**src/common/spx_pkg.sv**
```systemverilog
package spx_pkg;

	// ==========================================================
	// bus and word widths
	localparam int SPX_ADDR_W = 8;
	localparam int SPX_DATA_W = 8;
	localparam int SPX_WORD_W = 32;
	localparam int SPX_LEN_W  = 6;

	// ==========================================================
	// register offsets
	localparam logic [7:0] SPX_ADDR_PIN_ROUTE = 8'h9d;
	localparam logic [7:0] SPX_ADDR_DATA0     = 8'he1;
	localparam logic [7:0] SPX_ADDR_DATA1     = 8'he2;
	localparam logic [7:0] SPX_ADDR_DATA2     = 8'he3;
	localparam logic [7:0] SPX_ADDR_DATA3     = 8'he4;
	localparam logic [7:0] SPX_ADDR_CTRL1     = 8'he5;
	localparam logic [7:0] SPX_ADDR_CTRL2     = 8'he6;
	localparam logic [7:0] SPX_ADDR_LEN       = 8'he7;
	localparam logic [7:0] SPX_ADDR_STATUS    = 8'he9;

	// ==========================================================
	// clock, role and select control fields
	localparam int SPX_DIV_MSB   = 7;
	localparam int SPX_DIV_LSB   = 5;
	localparam int SPX_CSEL_MSB  = 4;
	localparam int SPX_CSEL_LSB  = 3;
	localparam int SPX_PHASE_BIT = 2;
	localparam int SPX_POL_BIT   = 1;
	localparam int SPX_ROLE_BIT  = 0;

	// ==========================================================
	// select and interrupt control fields
	localparam int SPX_HOLD_BIT   = 7;
	localparam int SPX_TXCLR_BIT  = 6;
	localparam int SPX_FRAME_BIT  = 5;
	localparam int SPX_LDOPT_BIT  = 4;
	localparam int SPX_OV_BIT     = 2;
	localparam int SPX_AV_BIT     = 1;
	localparam int SPX_TE_BIT     = 0;
	localparam logic [7:0] SPX_CTRL2_WMASK = 8'hb7;

	// ==========================================================
	// length field and pin route enables
	localparam int SPX_LEN_MSB   = 4;
	localparam int SPX_PIN_SDI   = 7;
	localparam int SPX_PIN_SDO   = 6;
	localparam int SPX_PIN_SCK   = 5;
	localparam int SPX_PIN_SS    = 4;
	localparam int SPX_PIN_SEL0  = 3;

	// ==========================================================
	// reset values
	localparam logic [7:0] SPX_ROUTE_RST = 8'h00;
	localparam logic [7:0] SPX_CTRL1_RST = 8'h00;
	localparam logic [7:0] SPX_CTRL2_RST = 8'h00;
	localparam logic [4:0] SPX_LEN_RST   = 5'h07;
	localparam logic       SPX_TE_RST    = 1'b1;

	// ==========================================================
	// engine states
	typedef enum logic [1:0] {
		SPX_IDLE  = 2'b00,
		SPX_SETUP = 2'b01,
		SPX_SHIFT = 2'b10,
		SPX_LOAD  = 2'b11
	} spx_state_type;

endpackage

```
**src/common/spx_shift_if.sv**
```systemverilog
`timescale 1ns/10ps
interface spx_shift_if;
	logic        load;
	logic [31:0] load_word;
	logic [5:0]  load_len;
	logic        sample;
	logic        sample_bit;
	logic        launch;
	logic        tx_bit;
	logic [31:0] rx_word;
	logic        full;

	modport ctrl (
		output load, load_word, load_len, sample, sample_bit, launch,
		input  tx_bit, rx_word, full
	);
	modport shifter (
		input  load, load_word, load_len, sample, sample_bit, launch,
		output tx_bit, rx_word, full
	);
endinterface

```
**src/core/spx_port.sv**
```systemverilog
`timescale 1ns/10ps
// Behaviour
// transfers of one to thirty-two bits
// send and receive on every clock
// separate transmit and receive holding buffers
// data word spread over four byte registers
// serial clock divided from oscillator by code
// master asserts only the chosen select
// four select outputs in master mode
// role bit zero master, one slave
// polarity sets idle level, phase bit
// clock toggles only after select low
// mode 0 drive rising, sample falling
// mode 1 drive falling, sample rising
// mode 2 drive falling, sample rising
// mode 3 drive rising, sample falling
// hold bit keeps select low after end
// bit six reads zero, write clears empty
// frame select and load options on line3
// interrupt per flag only when enabled
// status holds overrun, available, empty
// rate independent of system clock control
// pin enables route data and clock pins
// pin enables route four select outputs
// overrun when unread word is replaced
// empty set when buffer enters shifter
module spx_port (
	// clock and reset
	input  wire logic                            sys_clk,
	input  wire logic                            reset,
	// special function register port
	input  wire logic [spx_pkg::SPX_ADDR_W-1:0]  sfr_addr,
	input  wire logic                            sfr_wr,
	input  wire logic                            sfr_rd,
	input  wire logic [spx_pkg::SPX_DATA_W-1:0]  sfr_wdata,
	output logic      [spx_pkg::SPX_DATA_W-1:0]  sfr_rdata,
	output logic                                 spi_irq,
	// serial pins
	input  wire logic                            sdi_i,
	input  wire logic                            ss_n_i,
	input  wire logic                            sck_i,
	output logic                                 sck_o,
	output logic                                 sck_oe,
	output logic                                 sdo_o,
	output logic                                 sdo_oe,
	// master select pins, select_out3_n is bit 3
	output logic      [3:0]                      sel_n_o,
	output logic      [3:0]                      sel_oe
);
	import spx_pkg::*;

	// ==========================================================
	// declarations
	logic [7:0]    route_q;
	logic [7:0]    route_d;
	logic [7:0]    ctrl1_q;
	logic [7:0]    ctrl1_d;
	logic [7:0]    ctrl2_q;
	logic [7:0]    ctrl2_d;
	logic [4:0]    len_q;
	logic [4:0]    len_d;
	logic [31:0]   tx_buf_q;
	logic [31:0]   tx_buf_d;
	logic [31:0]   rx_buf_q;
	logic [31:0]   rx_buf_d;
	logic          tx_full_q;
	logic          tx_full_d;
	logic          ov_q;
	logic          ov_d;
	logic          av_q;
	logic          av_d;
	logic          te_q;
	logic          te_d;
	logic [7:0]    rdata_q;
	logic [7:0]    rdata_d;
	logic          irq_q;
	logic          irq_d;

	spx_state_type state_q;
	spx_state_type state_d;
	logic [5:0]    div_cnt_q;
	logic [5:0]    div_cnt_d;
	logic [5:0]    edge_cnt_q;
	logic [5:0]    edge_cnt_d;
	logic          sck_q;
	logic          sck_d;
	logic [3:0]    sel_n_q;
	logic [3:0]    sel_n_d;
	logic          done_q;
	logic          done_d;
	logic          sdo_q;
	logic          sdo_oe_q;
	logic          sck_oe_q;
	logic [3:0]    sel_oe_q;

	logic [2:0]    sync1_q;
	logic [2:0]    sync2_q;
	logic          sck_prev_q;

	logic          master;
	logic          hold;
	logic [1:0]    csel;
	logic [3:0]    sel_one_n;
	logic          slave_sel;
	logic          half_tick;
	logic          take_c;
	logic          edge_c;
	logic          rise_c;
	logic          sample_rise;

	spx_shift_if   sh ();

	spx_shifter u_shifter (
		.sys_clk (sys_clk),
		.reset   (reset),
		.sh      (sh.shifter)
	);

	// ==========================================================
	// divider limit per clock code
	// half period in oscillator cycles, minus one
	function automatic logic [5:0] spx_half_limit(input logic [2:0] code);
		logic [5:0] lim;
		case (code)
			3'h0: lim = 6'd0;
			3'h1: lim = 6'd1;
			3'h2: lim = 6'd3;
			3'h3: lim = 6'd7;
			3'h4: lim = 6'd15;
			// unused codes fall back to the slowest rate
			default: lim = 6'd31;
		endcase
		return lim;
	endfunction

	// ==========================================================
	// decoded controls
	// role bit picks master or slave
	assign master      = ~ctrl1_q[SPX_ROLE_BIT];
	assign hold        = ctrl2_q[SPX_HOLD_BIT];
	assign csel        = ctrl1_q[SPX_CSEL_MSB:SPX_CSEL_LSB];
	// one-hot low select for the chosen line
	assign sel_one_n   = ~(4'h1 << csel);
	// select input only when routed
	assign slave_sel   = route_q[SPX_PIN_SS] & ~sync2_q[1];
	// sampling edge per mode
	assign sample_rise = ctrl1_q[SPX_POL_BIT] ^ ctrl1_q[SPX_PHASE_BIT];
	// timed only by sys_clk and own divider
	assign half_tick   =
		(div_cnt_q == spx_half_limit(ctrl1_q[SPX_DIV_MSB:SPX_DIV_LSB]));

	assign sh.load_word  = tx_buf_q;
	assign sh.load_len   = {1'b0, len_q} + 6'd1;
	// data in only when routed
	assign sh.sample_bit = route_q[SPX_PIN_SDI] & sync2_q[2];
	assign sh.sample     = edge_c & (rise_c == sample_rise);
	assign sh.launch     = edge_c & (rise_c != sample_rise);

	// ==========================================================
	// transfer engine
	always_comb begin
		state_d    = state_q;
		div_cnt_d  = div_cnt_q;
		edge_cnt_d = edge_cnt_q;
		sck_d      = sck_q;
		sel_n_d    = sel_n_q;
		done_d     = 1'b0;
		take_c     = 1'b0;
		sh.load    = 1'b0;
		edge_c     = 1'b0;
		rise_c     = 1'b0;
		if (state_q != SPX_IDLE) begin
			div_cnt_d = half_tick ? 6'd0 : div_cnt_q + 6'd1;
		end
		case (state_q)
			SPX_IDLE: begin
				div_cnt_d  = '0;
				edge_cnt_d = '0;
				// idle level follows polarity
				sck_d      = ctrl1_q[SPX_POL_BIT];
				if (master) begin
					// one idle cycle after each word, select high in it unless hold is set
					if (tx_full_q && !done_q) begin
						state_d = SPX_SETUP;
						take_c  = 1'b1;
						sh.load = 1'b1;
						// chosen line goes low first
						sel_n_d = sel_one_n;
						// frame marker on line 3
						if (ctrl2_q[SPX_FRAME_BIT]) begin
							sel_n_d[3] = 1'b0;
						end
					end else if (!hold) begin
						// release after the end or hold clear
						sel_n_d = 4'hf;
					end
				end else begin
					sel_n_d = 4'hf;
					if (slave_sel) begin
						state_d = SPX_SHIFT;
						take_c  = tx_full_q;
						sh.load = 1'b1;
					end
				end
			end
			SPX_SETUP: begin
				// select low a full period before the first sck edge
				if (half_tick) begin
					state_d = SPX_SHIFT;
					sel_n_d = sel_one_n;
				end
			end
			SPX_SHIFT: begin
				if (master) begin
					if (half_tick) begin
						edge_c     = 1'b1;
						rise_c     = ~sck_q;
						sck_d      = ~sck_q;
						edge_cnt_d = edge_cnt_q + 6'd1;
						// two edges per bit, then stop
						if (edge_cnt_q == {len_q, 1'b1}) begin
							done_d  = 1'b1;
							// select outlives the last edge, idle frees it
							state_d = SPX_IDLE;
							// load strobe on line 3
							if (ctrl2_q[SPX_LDOPT_BIT]) begin
								state_d    = SPX_LOAD;
								// automatic release unless held
								if (!hold) begin
									sel_n_d = 4'hf;
								end
								sel_n_d[3] = 1'b0;
							end
						end
					end
				end else begin
					// clock input only when routed
					edge_c = route_q[SPX_PIN_SCK]
						& (sync2_q[0] != sck_prev_q);
					rise_c = sync2_q[0];
					if (!slave_sel) begin
						// aborted word is dropped, not reported
						state_d = SPX_IDLE;
					end else if (sh.full) begin
						done_d  = 1'b1;
						state_d = SPX_IDLE;
					end
				end
			end
			SPX_LOAD: begin
				if (half_tick) begin
					state_d = SPX_IDLE;
					sel_n_d = hold ? sel_one_n : 4'hf;
				end
			end
			default: begin
				state_d = SPX_IDLE;
			end
		endcase
		if (state_q != SPX_IDLE && !master && state_q != SPX_SHIFT) begin
			state_d = SPX_IDLE;
		end
	end

	always_ff @(posedge sys_clk or posedge reset) begin
		if (reset) begin
			state_q    <= SPX_IDLE;
			div_cnt_q  <= '0;
			edge_cnt_q <= '0;
			sck_q      <= 1'b0;
			sel_n_q    <= 4'hf;
			done_q     <= 1'b0;
		end else begin
			state_q    <= state_d;
			div_cnt_q  <= div_cnt_d;
			edge_cnt_q <= edge_cnt_d;
			sck_q      <= sck_d;
			sel_n_q    <= sel_n_d;
			done_q     <= done_d;
		end
	end

	// ==========================================================
	// pin synchronisers and pin drivers
	// master sampling sees sdi two cycles late; codes 2 and up
	// leave margin, divide by 2 and by 4 may not
	always_ff @(posedge sys_clk or posedge reset) begin
		if (reset) begin
			sync1_q    <= 3'h7;
			sync2_q    <= 3'h7;
			// matches the synchroniser so no false edge
			sck_prev_q <= 1'b1;
			sdo_q      <= 1'b0;
			sdo_oe_q   <= 1'b0;
			sck_oe_q   <= 1'b0;
			sel_oe_q   <= 4'h0;
		end else begin
			sync1_q    <= {sdi_i, ss_n_i, sck_i};
			sync2_q    <= sync1_q;
			sck_prev_q <= sync2_q[0];
			sdo_q      <= sh.tx_bit;
			// data out and clock only when routed
			sdo_oe_q   <= route_q[SPX_PIN_SDO] & (master | slave_sel);
			sck_oe_q   <= route_q[SPX_PIN_SCK] & master;
			// select outputs, bit 3 for line 0
			sel_oe_q   <= {route_q[SPX_PIN_SEL0-3], route_q[SPX_PIN_SEL0-2],
				route_q[SPX_PIN_SEL0-1], route_q[SPX_PIN_SEL0]}
				& {4{master}};
		end
	end

	// ==========================================================
	// register file
	always_comb begin
		route_d   = route_q;
		ctrl1_d   = ctrl1_q;
		ctrl2_d   = ctrl2_q;
		len_d     = len_q;
		tx_buf_d  = tx_buf_q;
		rx_buf_d  = rx_buf_q;
		tx_full_d = tx_full_q;
		ov_d      = ov_q;
		av_d      = av_q;
		te_d      = te_q;
		rdata_d   = rdata_q;
		if (sfr_wr) begin
			if (sfr_addr == SPX_ADDR_PIN_ROUTE) begin
				route_d = sfr_wdata;
			end else if (sfr_addr == SPX_ADDR_DATA0) begin
				// low byte commits the word
				tx_buf_d[7:0] = sfr_wdata;
				tx_full_d     = 1'b1;
				te_d          = 1'b0;
			end else if (sfr_addr == SPX_ADDR_DATA1) begin
				tx_buf_d[15:8] = sfr_wdata;
			end else if (sfr_addr == SPX_ADDR_DATA2) begin
				tx_buf_d[23:16] = sfr_wdata;
			end else if (sfr_addr == SPX_ADDR_DATA3) begin
				tx_buf_d[31:24] = sfr_wdata;
			end else if (sfr_addr == SPX_ADDR_CTRL1) begin
				ctrl1_d = sfr_wdata;
			end else if (sfr_addr == SPX_ADDR_CTRL2) begin
				// clear bit is never stored
				ctrl2_d = sfr_wdata & SPX_CTRL2_WMASK;
				if (sfr_wdata[SPX_TXCLR_BIT]) begin
					te_d = 1'b0;
				end
			end else if (sfr_addr == SPX_ADDR_LEN) begin
				len_d = sfr_wdata[SPX_LEN_MSB:0];
			end
		end
		if (sfr_rd) begin
			rdata_d = 8'h00;
			if (sfr_addr == SPX_ADDR_PIN_ROUTE) begin
				rdata_d = route_q;
			end else if (sfr_addr == SPX_ADDR_DATA0) begin
				// byte 0 read also drains the buffer
				rdata_d = rx_buf_q[7:0];
				av_d    = 1'b0;
			end else if (sfr_addr == SPX_ADDR_DATA1) begin
				rdata_d = rx_buf_q[15:8];
			end else if (sfr_addr == SPX_ADDR_DATA2) begin
				rdata_d = rx_buf_q[23:16];
			end else if (sfr_addr == SPX_ADDR_DATA3) begin
				rdata_d = rx_buf_q[31:24];
			end else if (sfr_addr == SPX_ADDR_CTRL1) begin
				rdata_d = ctrl1_q;
			end else if (sfr_addr == SPX_ADDR_CTRL2) begin
				rdata_d = ctrl2_q;
			end else if (sfr_addr == SPX_ADDR_LEN) begin
				rdata_d = {3'h0, len_q};
			end else if (sfr_addr == SPX_ADDR_STATUS) begin
				// overrun, available, empty
				rdata_d = {5'h00, ov_q, av_q, te_q};
				ov_d    = 1'b0;
			end
		end
		// hardware sets come last so they win over clears
		if (take_c) begin
			// buffer moved into the shifter
			// a commit in the take cycle stays queued
			tx_full_d = sfr_wr && (sfr_addr == SPX_ADDR_DATA0);
			te_d      = 1'b1;
		end
		if (done_q) begin
			// received word parked for software
			rx_buf_d = sh.rx_word;
			av_d     = 1'b1;
			// previous word still unread
			if (av_q) begin
				ov_d = 1'b1;
			end
		end
		// each flag gated by its own enable
		irq_d = |({ov_q, av_q, te_q} & ctrl2_q[SPX_OV_BIT:SPX_TE_BIT]);
	end

	always_ff @(posedge sys_clk or posedge reset) begin
		if (reset) begin
			route_q   <= SPX_ROUTE_RST;
			ctrl1_q   <= SPX_CTRL1_RST;
			ctrl2_q   <= SPX_CTRL2_RST;
			len_q     <= SPX_LEN_RST;
			tx_buf_q  <= '0;
			rx_buf_q  <= '0;
			tx_full_q <= 1'b0;
			ov_q      <= 1'b0;
			av_q      <= 1'b0;
			te_q      <= SPX_TE_RST;
			rdata_q   <= 8'h00;
			irq_q     <= 1'b0;
		end else begin
			route_q   <= route_d;
			ctrl1_q   <= ctrl1_d;
			ctrl2_q   <= ctrl2_d;
			len_q     <= len_d;
			tx_buf_q  <= tx_buf_d;
			rx_buf_q  <= rx_buf_d;
			tx_full_q <= tx_full_d;
			ov_q      <= ov_d;
			av_q      <= av_d;
			te_q      <= te_d;
			rdata_q   <= rdata_d;
			irq_q     <= irq_d;
		end
	end

	// ==========================================================
	// outputs
	assign sfr_rdata = rdata_q;
	assign spi_irq   = irq_q;
	assign sck_o     = sck_q;
	assign sck_oe    = sck_oe_q;
	assign sdo_o     = sdo_q;
	assign sdo_oe    = sdo_oe_q;
	assign sel_n_o   = sel_n_q;
	assign sel_oe    = sel_oe_q;

endmodule

```
**src/core/spx_shifter.sv**
```systemverilog
`timescale 1ns/10ps
module spx_shifter (
	// clock and reset
	input wire logic     sys_clk,
	input wire logic     reset,
	// control side
	spx_shift_if.shifter sh
);
	import spx_pkg::*;

	logic [31:0] tx_q;
	logic [31:0] tx_d;
	logic [31:0] rx_q;
	logic [31:0] rx_d;
	logic [5:0]  cnt_q;
	logic [5:0]  cnt_d;
	logic [5:0]  len_q;
	logic [5:0]  len_d;
	logic        pend_q;
	logic        pend_d;
	logic [5:0]  pad;

	// ==========================================================
	// shift register next state
	always_comb begin
		tx_d   = tx_q;
		rx_d   = rx_q;
		cnt_d  = cnt_q;
		len_d  = len_q;
		pend_d = pend_q;
		pad    = 6'd32 - sh.load_len;
		if (sh.load) begin
			// msb of word first
			tx_d   = sh.load_word << pad;
			rx_d   = '0;
			cnt_d  = '0;
			len_d  = sh.load_len;
			pend_d = 1'b0;
		end else begin
			// in and out per clock
			if (sh.sample) begin
				rx_d   = {rx_q[30:0], sh.sample_bit};
				cnt_d  = cnt_q + 6'd1;
				pend_d = 1'b1;
			end
			// first launch before any sample keeps the preset bit
			if (sh.launch && pend_q) begin
				tx_d   = {tx_q[30:0], 1'b0};
				pend_d = 1'b0;
			end
		end
	end

	always_ff @(posedge sys_clk or posedge reset) begin
		if (reset) begin
			tx_q   <= '0;
			rx_q   <= '0;
			cnt_q  <= '0;
			len_q  <= 6'd1;
			pend_q <= 1'b0;
		end else begin
			tx_q   <= tx_d;
			rx_q   <= rx_d;
			cnt_q  <= cnt_d;
			len_q  <= len_d;
			pend_q <= pend_d;
		end
	end

	assign sh.tx_bit  = tx_q[31];
	assign sh.rx_word = rx_q;
	// complete after exactly len samples
	assign sh.full    = (cnt_q == len_q);

endmodule

```
**config.mk**
```make
export PLATFORM = sky130hd
export DESIGN_NAME = spx_port
export DESIGN_NICKNAME = d
export VERILOG_FILES = /design/src/common/spx_pkg.sv /design/src/common/spx_shift_if.sv /design/src/core/spx_port.sv /design/src/core/spx_shifter.sv
export SDC_FILE = /design/constraint.sdc
export NUM_CORES = 1
export LEC_CHECK = 0
export BUFFER_PORTS_ARGS = -buffer_cell sky130_fd_sc_hd__buf_2
export CAP_MARGIN = 20
export CORE_ASPECT_RATIO = 1.75
export CORE_MARGIN = 1.5
export CORE_UTILIZATION = 67
export DETAILED_ROUTE_END_ITERATION = 12
export PLACE_DENSITY_LB_ADDON = 0.25
export SLEW_MARGIN = 20
export SYNTH_ARGS = -nofsm -noshare
export SYNTH_HDL_FRONTEND = slang
export SYNTH_HIERARCHICAL = 1
export SYNTH_SLANG_ARGS = --single-unit
```
**constraint.sdc**
```tcl
create_clock -name sys_clk -period 6.6 [get_ports sys_clk]
set_input_delay 0.66 -clock sys_clk [delete_from_list [all_inputs] [get_ports sys_clk]]
set_output_delay 0.66 -clock sys_clk [all_outputs]
set_load 0.01 [all_outputs]
```
==> metrics.txt <==
share of layout cells above drive strength 1 0.2681; outcome completed; CTS-repair resized insts 0; clock latency at the later pin of the worst-skew pair ~0.50 ns; CTS sink count between 200 and 250; Clk pwr share 0.342; setup TNS 0 ns; final cycle utilization of the critical path 0.6897; CP max-delay cell ha_1; drc violations 0; ys flop type dfrtp_1; syn avg cell area 11.19 um^2; vias in the first global route 9034; CTS tree built; placed cell count 1254; antenna violations before repair 0; RSZ-0062 raised after global routing no; first-pass GRT wire length slightly below 50000 um; root buffer cell clkbuf_16; CTS HTree Levels 1; largest net degree at the start of global routing 85; IO Count 44; async set-reset flop share out of synthesis 1.000; crit-path cells inv_2 > inv_2 > ha_1 > buf_4 > mux2_2 > mux4_2 > mux2_2 > a221oi_1 > nor2_1; Starting Density 0.6831; Fin Clk Skew 0.01413 ns; vias per inst 6.892; CTS max path bufs 3; Fin. Hold Viols 0; critical path type reg -> reg; GRT Total Usage 0.3583; EDFF count, synth 0; final setup vio count 0; drt total wl ~31000 um; CP Capture Type flip-flop; CTS Buf Count 20; Non-Filler Instances 1290; post-synth net total 1063; Worst EP required 6.98 ns; internal power ~2.6 mW; worst stage delay on the critical path 1.13 ns; Fmax 219.7 MHz; Worst setup SP type flip-flop; VDD IR-drop max 233.7 uV; beginning of the critical path len_q[0]; switching share of power 0.3052; GRT overflow 0; Pins Over Slew Limit 0; antenna-violating nets left 0; GPL Wtd Cong 0.9658; hold buffer count at cts 0; Setup Fix Bufs, Post-CTS 0; PwrDens 297.6 mW/mm^2; 1st-iter DRT viols 628; Synthesis Warnings 6; Pre-Repair DR Iteration Count 5; HPWL after DPL roughly 22000 um; Routed wire per std cell 24.24 um; Die Area 0.01811 mm^2; nets@finish approximately 1100; clock slew at reported path FFs 0.07 ns; Distinct cells, synth 84; antenna cells 0; vias 8891; # rows between 60 and 70; combinational share of power 0.218; Post-Syn Area about 0.012 mm^2; MaxCap Viol Count 0; sw power between 1 and 1.5 mW; metal2 WL 15890 um; pin slew with the least headroom to its limit around 1.1 ns; Yosys reg bits 215; core area between 0.015 and 0.02 mm^2; met3 WL 1797 um; Seq/Total Area, Yosys 0.4664; Data arrival, critical path 4.93 ns; metal1 wirelength 10570 um; max_slew headroom 0.2529; fillers roughly 1100; Top Layer Used met4; Die Span Y 176.9 um; critical path peak fanout 39; Port Buf Inserts 43; Layout area overhead 9.175%; cell count after synthesis 1035; Final min period around 4.6 ns; Worst Hold Class in -> async; Leak 5.623 nW; Die W ~100 um; Sequential Power Share 0.441; RR Startpoint len_q[0]
## cell families after synthesis
kind of cell,count (synthesis),share of synthesized area
and+or+nand+nor,289,0.1268
muxes,206,0.2259
AOI/OAI and AO/OA,207,0.1212
buffers and inverters,85,0.03318
adders and majority gates,5,0.005404
xor gates and xnor gates,28,0.02118
DFF,215,0.4664
## Yosys cell counts (all sizes together) (3+ instances only)
cell type	n	share of area
dfrtp	199	0.43
nor2	120	0.039
mux2	112	0.11
mux2i	61	0.053
nand2	58	0.019
a21oi	46	0.020
o21ai	42	0.018
buf	36	0.017
mux4	33	0.064
nand3	32	0.014
clkbuf	29	0.0094
inv	20	0.0065
a31oi	18	0.0097
nor2b	17	0.0094
dfstp	16	0.036
xnor2	15	0.011
a221oi	14	0.011
xor2	13	0.0098
a32oi	11	0.0083
nor3	10	0.0076
o211ai	10	0.0065
nand4	9	0.0054
nand2b	8	0.0043
o22ai	8	0.0043
a211oi	5	0.0032
a21boi	5	0.0032
and3	5	0.0027
ha	5	0.0054
o22a	5	0.0038
o32a	5	0.0043
a22oi	4	0.0026
a31o	4	0.0030
nand4b	4	0.0030
nor4	4	0.0048
a21o	3	0.0019
and2	3	0.0018
o311ai	3	0.0023
o31ai	3	0.0024
or2	3	0.0016
or3	3	0.0016
## routing by layer
layer / up-vias / GRT usage
li1: 3855 / -
met1: 4474 / 0.3818
met2: 383 / 0.6038
met3: 179 / 0.06793
met4: 0 / 0.2900
met5: - / 0
## placed cells by master (no fill, tap or decap), types with 8 or more instances in the layout
cell,Yosys,final
mux2_2,112,112
buf_4,10,12
a221oi_1,14,14
buf_2,16,43
nand3_1,31,31
mux2i_1,61,61
a32oi_1,11,11
nor2b_1,16,16
o211ai_1,10,10
a31oi_1,18,18
o22ai_1,8,8
mux4_2,33,33
nand4_1,8,8
xnor2_1,15,15
inv_1,19,16
dfstp_2,16,16
o21ai_0,41,41
clkbuf_16,0,21
dfrtp_1,199,199
a21oi_1,46,45
nor2_1,120,120
xor2_1,13,12
nand2b_1,8,8
nand2_1,56,56
## metrics by stage
| step | util | instance area, um^2 | total power [mW] | hold WS (ns) | worst slack (ns) |
|---|---|---|---|---|---|
| final | 0.7458 | 12640 | 3.761 | 0.2223 | 2.048 |
| after global routing | 0.7458 | 12640 | 3.916 | 0.2418 | 1.703 |
| after CTS | 0.7454 | 12630 | 3.759 | 0.2400 | 2.058 |
| after detailed placement | 0.7016 | 11890 | 2.468 | 0.3487 | 2.083 |
| after global placement | 0.7016 | 11890 | 2.438 | 0.3456 | 2.165 |
| after floorplan | - | 11580 | 2.237 | 0.3452 | 2.269 |
## power groups by stage
| stage | Sequential (mW) | Combinational (mW) | Clock (mW) |
|---|---|---|---|
| after CTS | 1.65 | 0.809 | 1.30 |
| after global placement | 1.66 | 0.775 | 0 |
| after detailed placement | 1.67 | 0.799 | 0 |
| after floorplan | 1.61 | 0.630 | 0 |
| after global routing | 1.68 | 0.891 | 1.35 |
| final | 1.66 | 0.819 | 1.29 |
## worst max-delay path: cells and delay by family, from the launching register on
| kind | cells | cell delay [ns] |
|---|---|---|
| buffers and inverters | 3 | 1.38 |
| adder cells (fa/ha/maj) | 1 | 1.13 |
| AO/OA/AOI/OAI | 1 | 0.27 |
| AND/OR/NAND/NOR | 1 | 0.08 |
| flip-flops | 1 | 0.40 |
| multiplexers | 3 | 1.16 |
## cell type report
type                    instances  area [um^2]  share of cell area
multi-input cells             735         5804              0.4592
flip-flops and latches        215         5400              0.4272
clock buffers                  28        601.8             0.04761
repair buffers                 57        327.8             0.02594
well taps                     227        284.0             0.02247
clock inverters                 8        140.1             0.01109
inverters                      20        81.33            0.006434
## worst paths after layout
check                                          end  slack [ns]  cells after the start
worst min-delay path                       spi_irq        0.22                      2
worst max register to register  u_shifter/tx_q[14]        2.05                      9
worst min register to register          sync2_q[0]        0.36                      0
worst max-delay path            u_shifter/tx_q[14]        2.05                      9
min in group sys_clk                    sync1_q[0]        0.26                      1
max in group asynchronous             div_cnt_q[4]        5.24                      3
## flip-flops by register name (all words and copies together), names as in the netlist, 8 cells and up
register	count
sfr_rdata	8
ctrl1_q	8
u_shifter/sh.rx_word	32
sh.load_word	32
route_q	8
u_shifter/tx_q	32
rx_buf_q	32
Note: power is estimated with default switching activity, not from simulation.
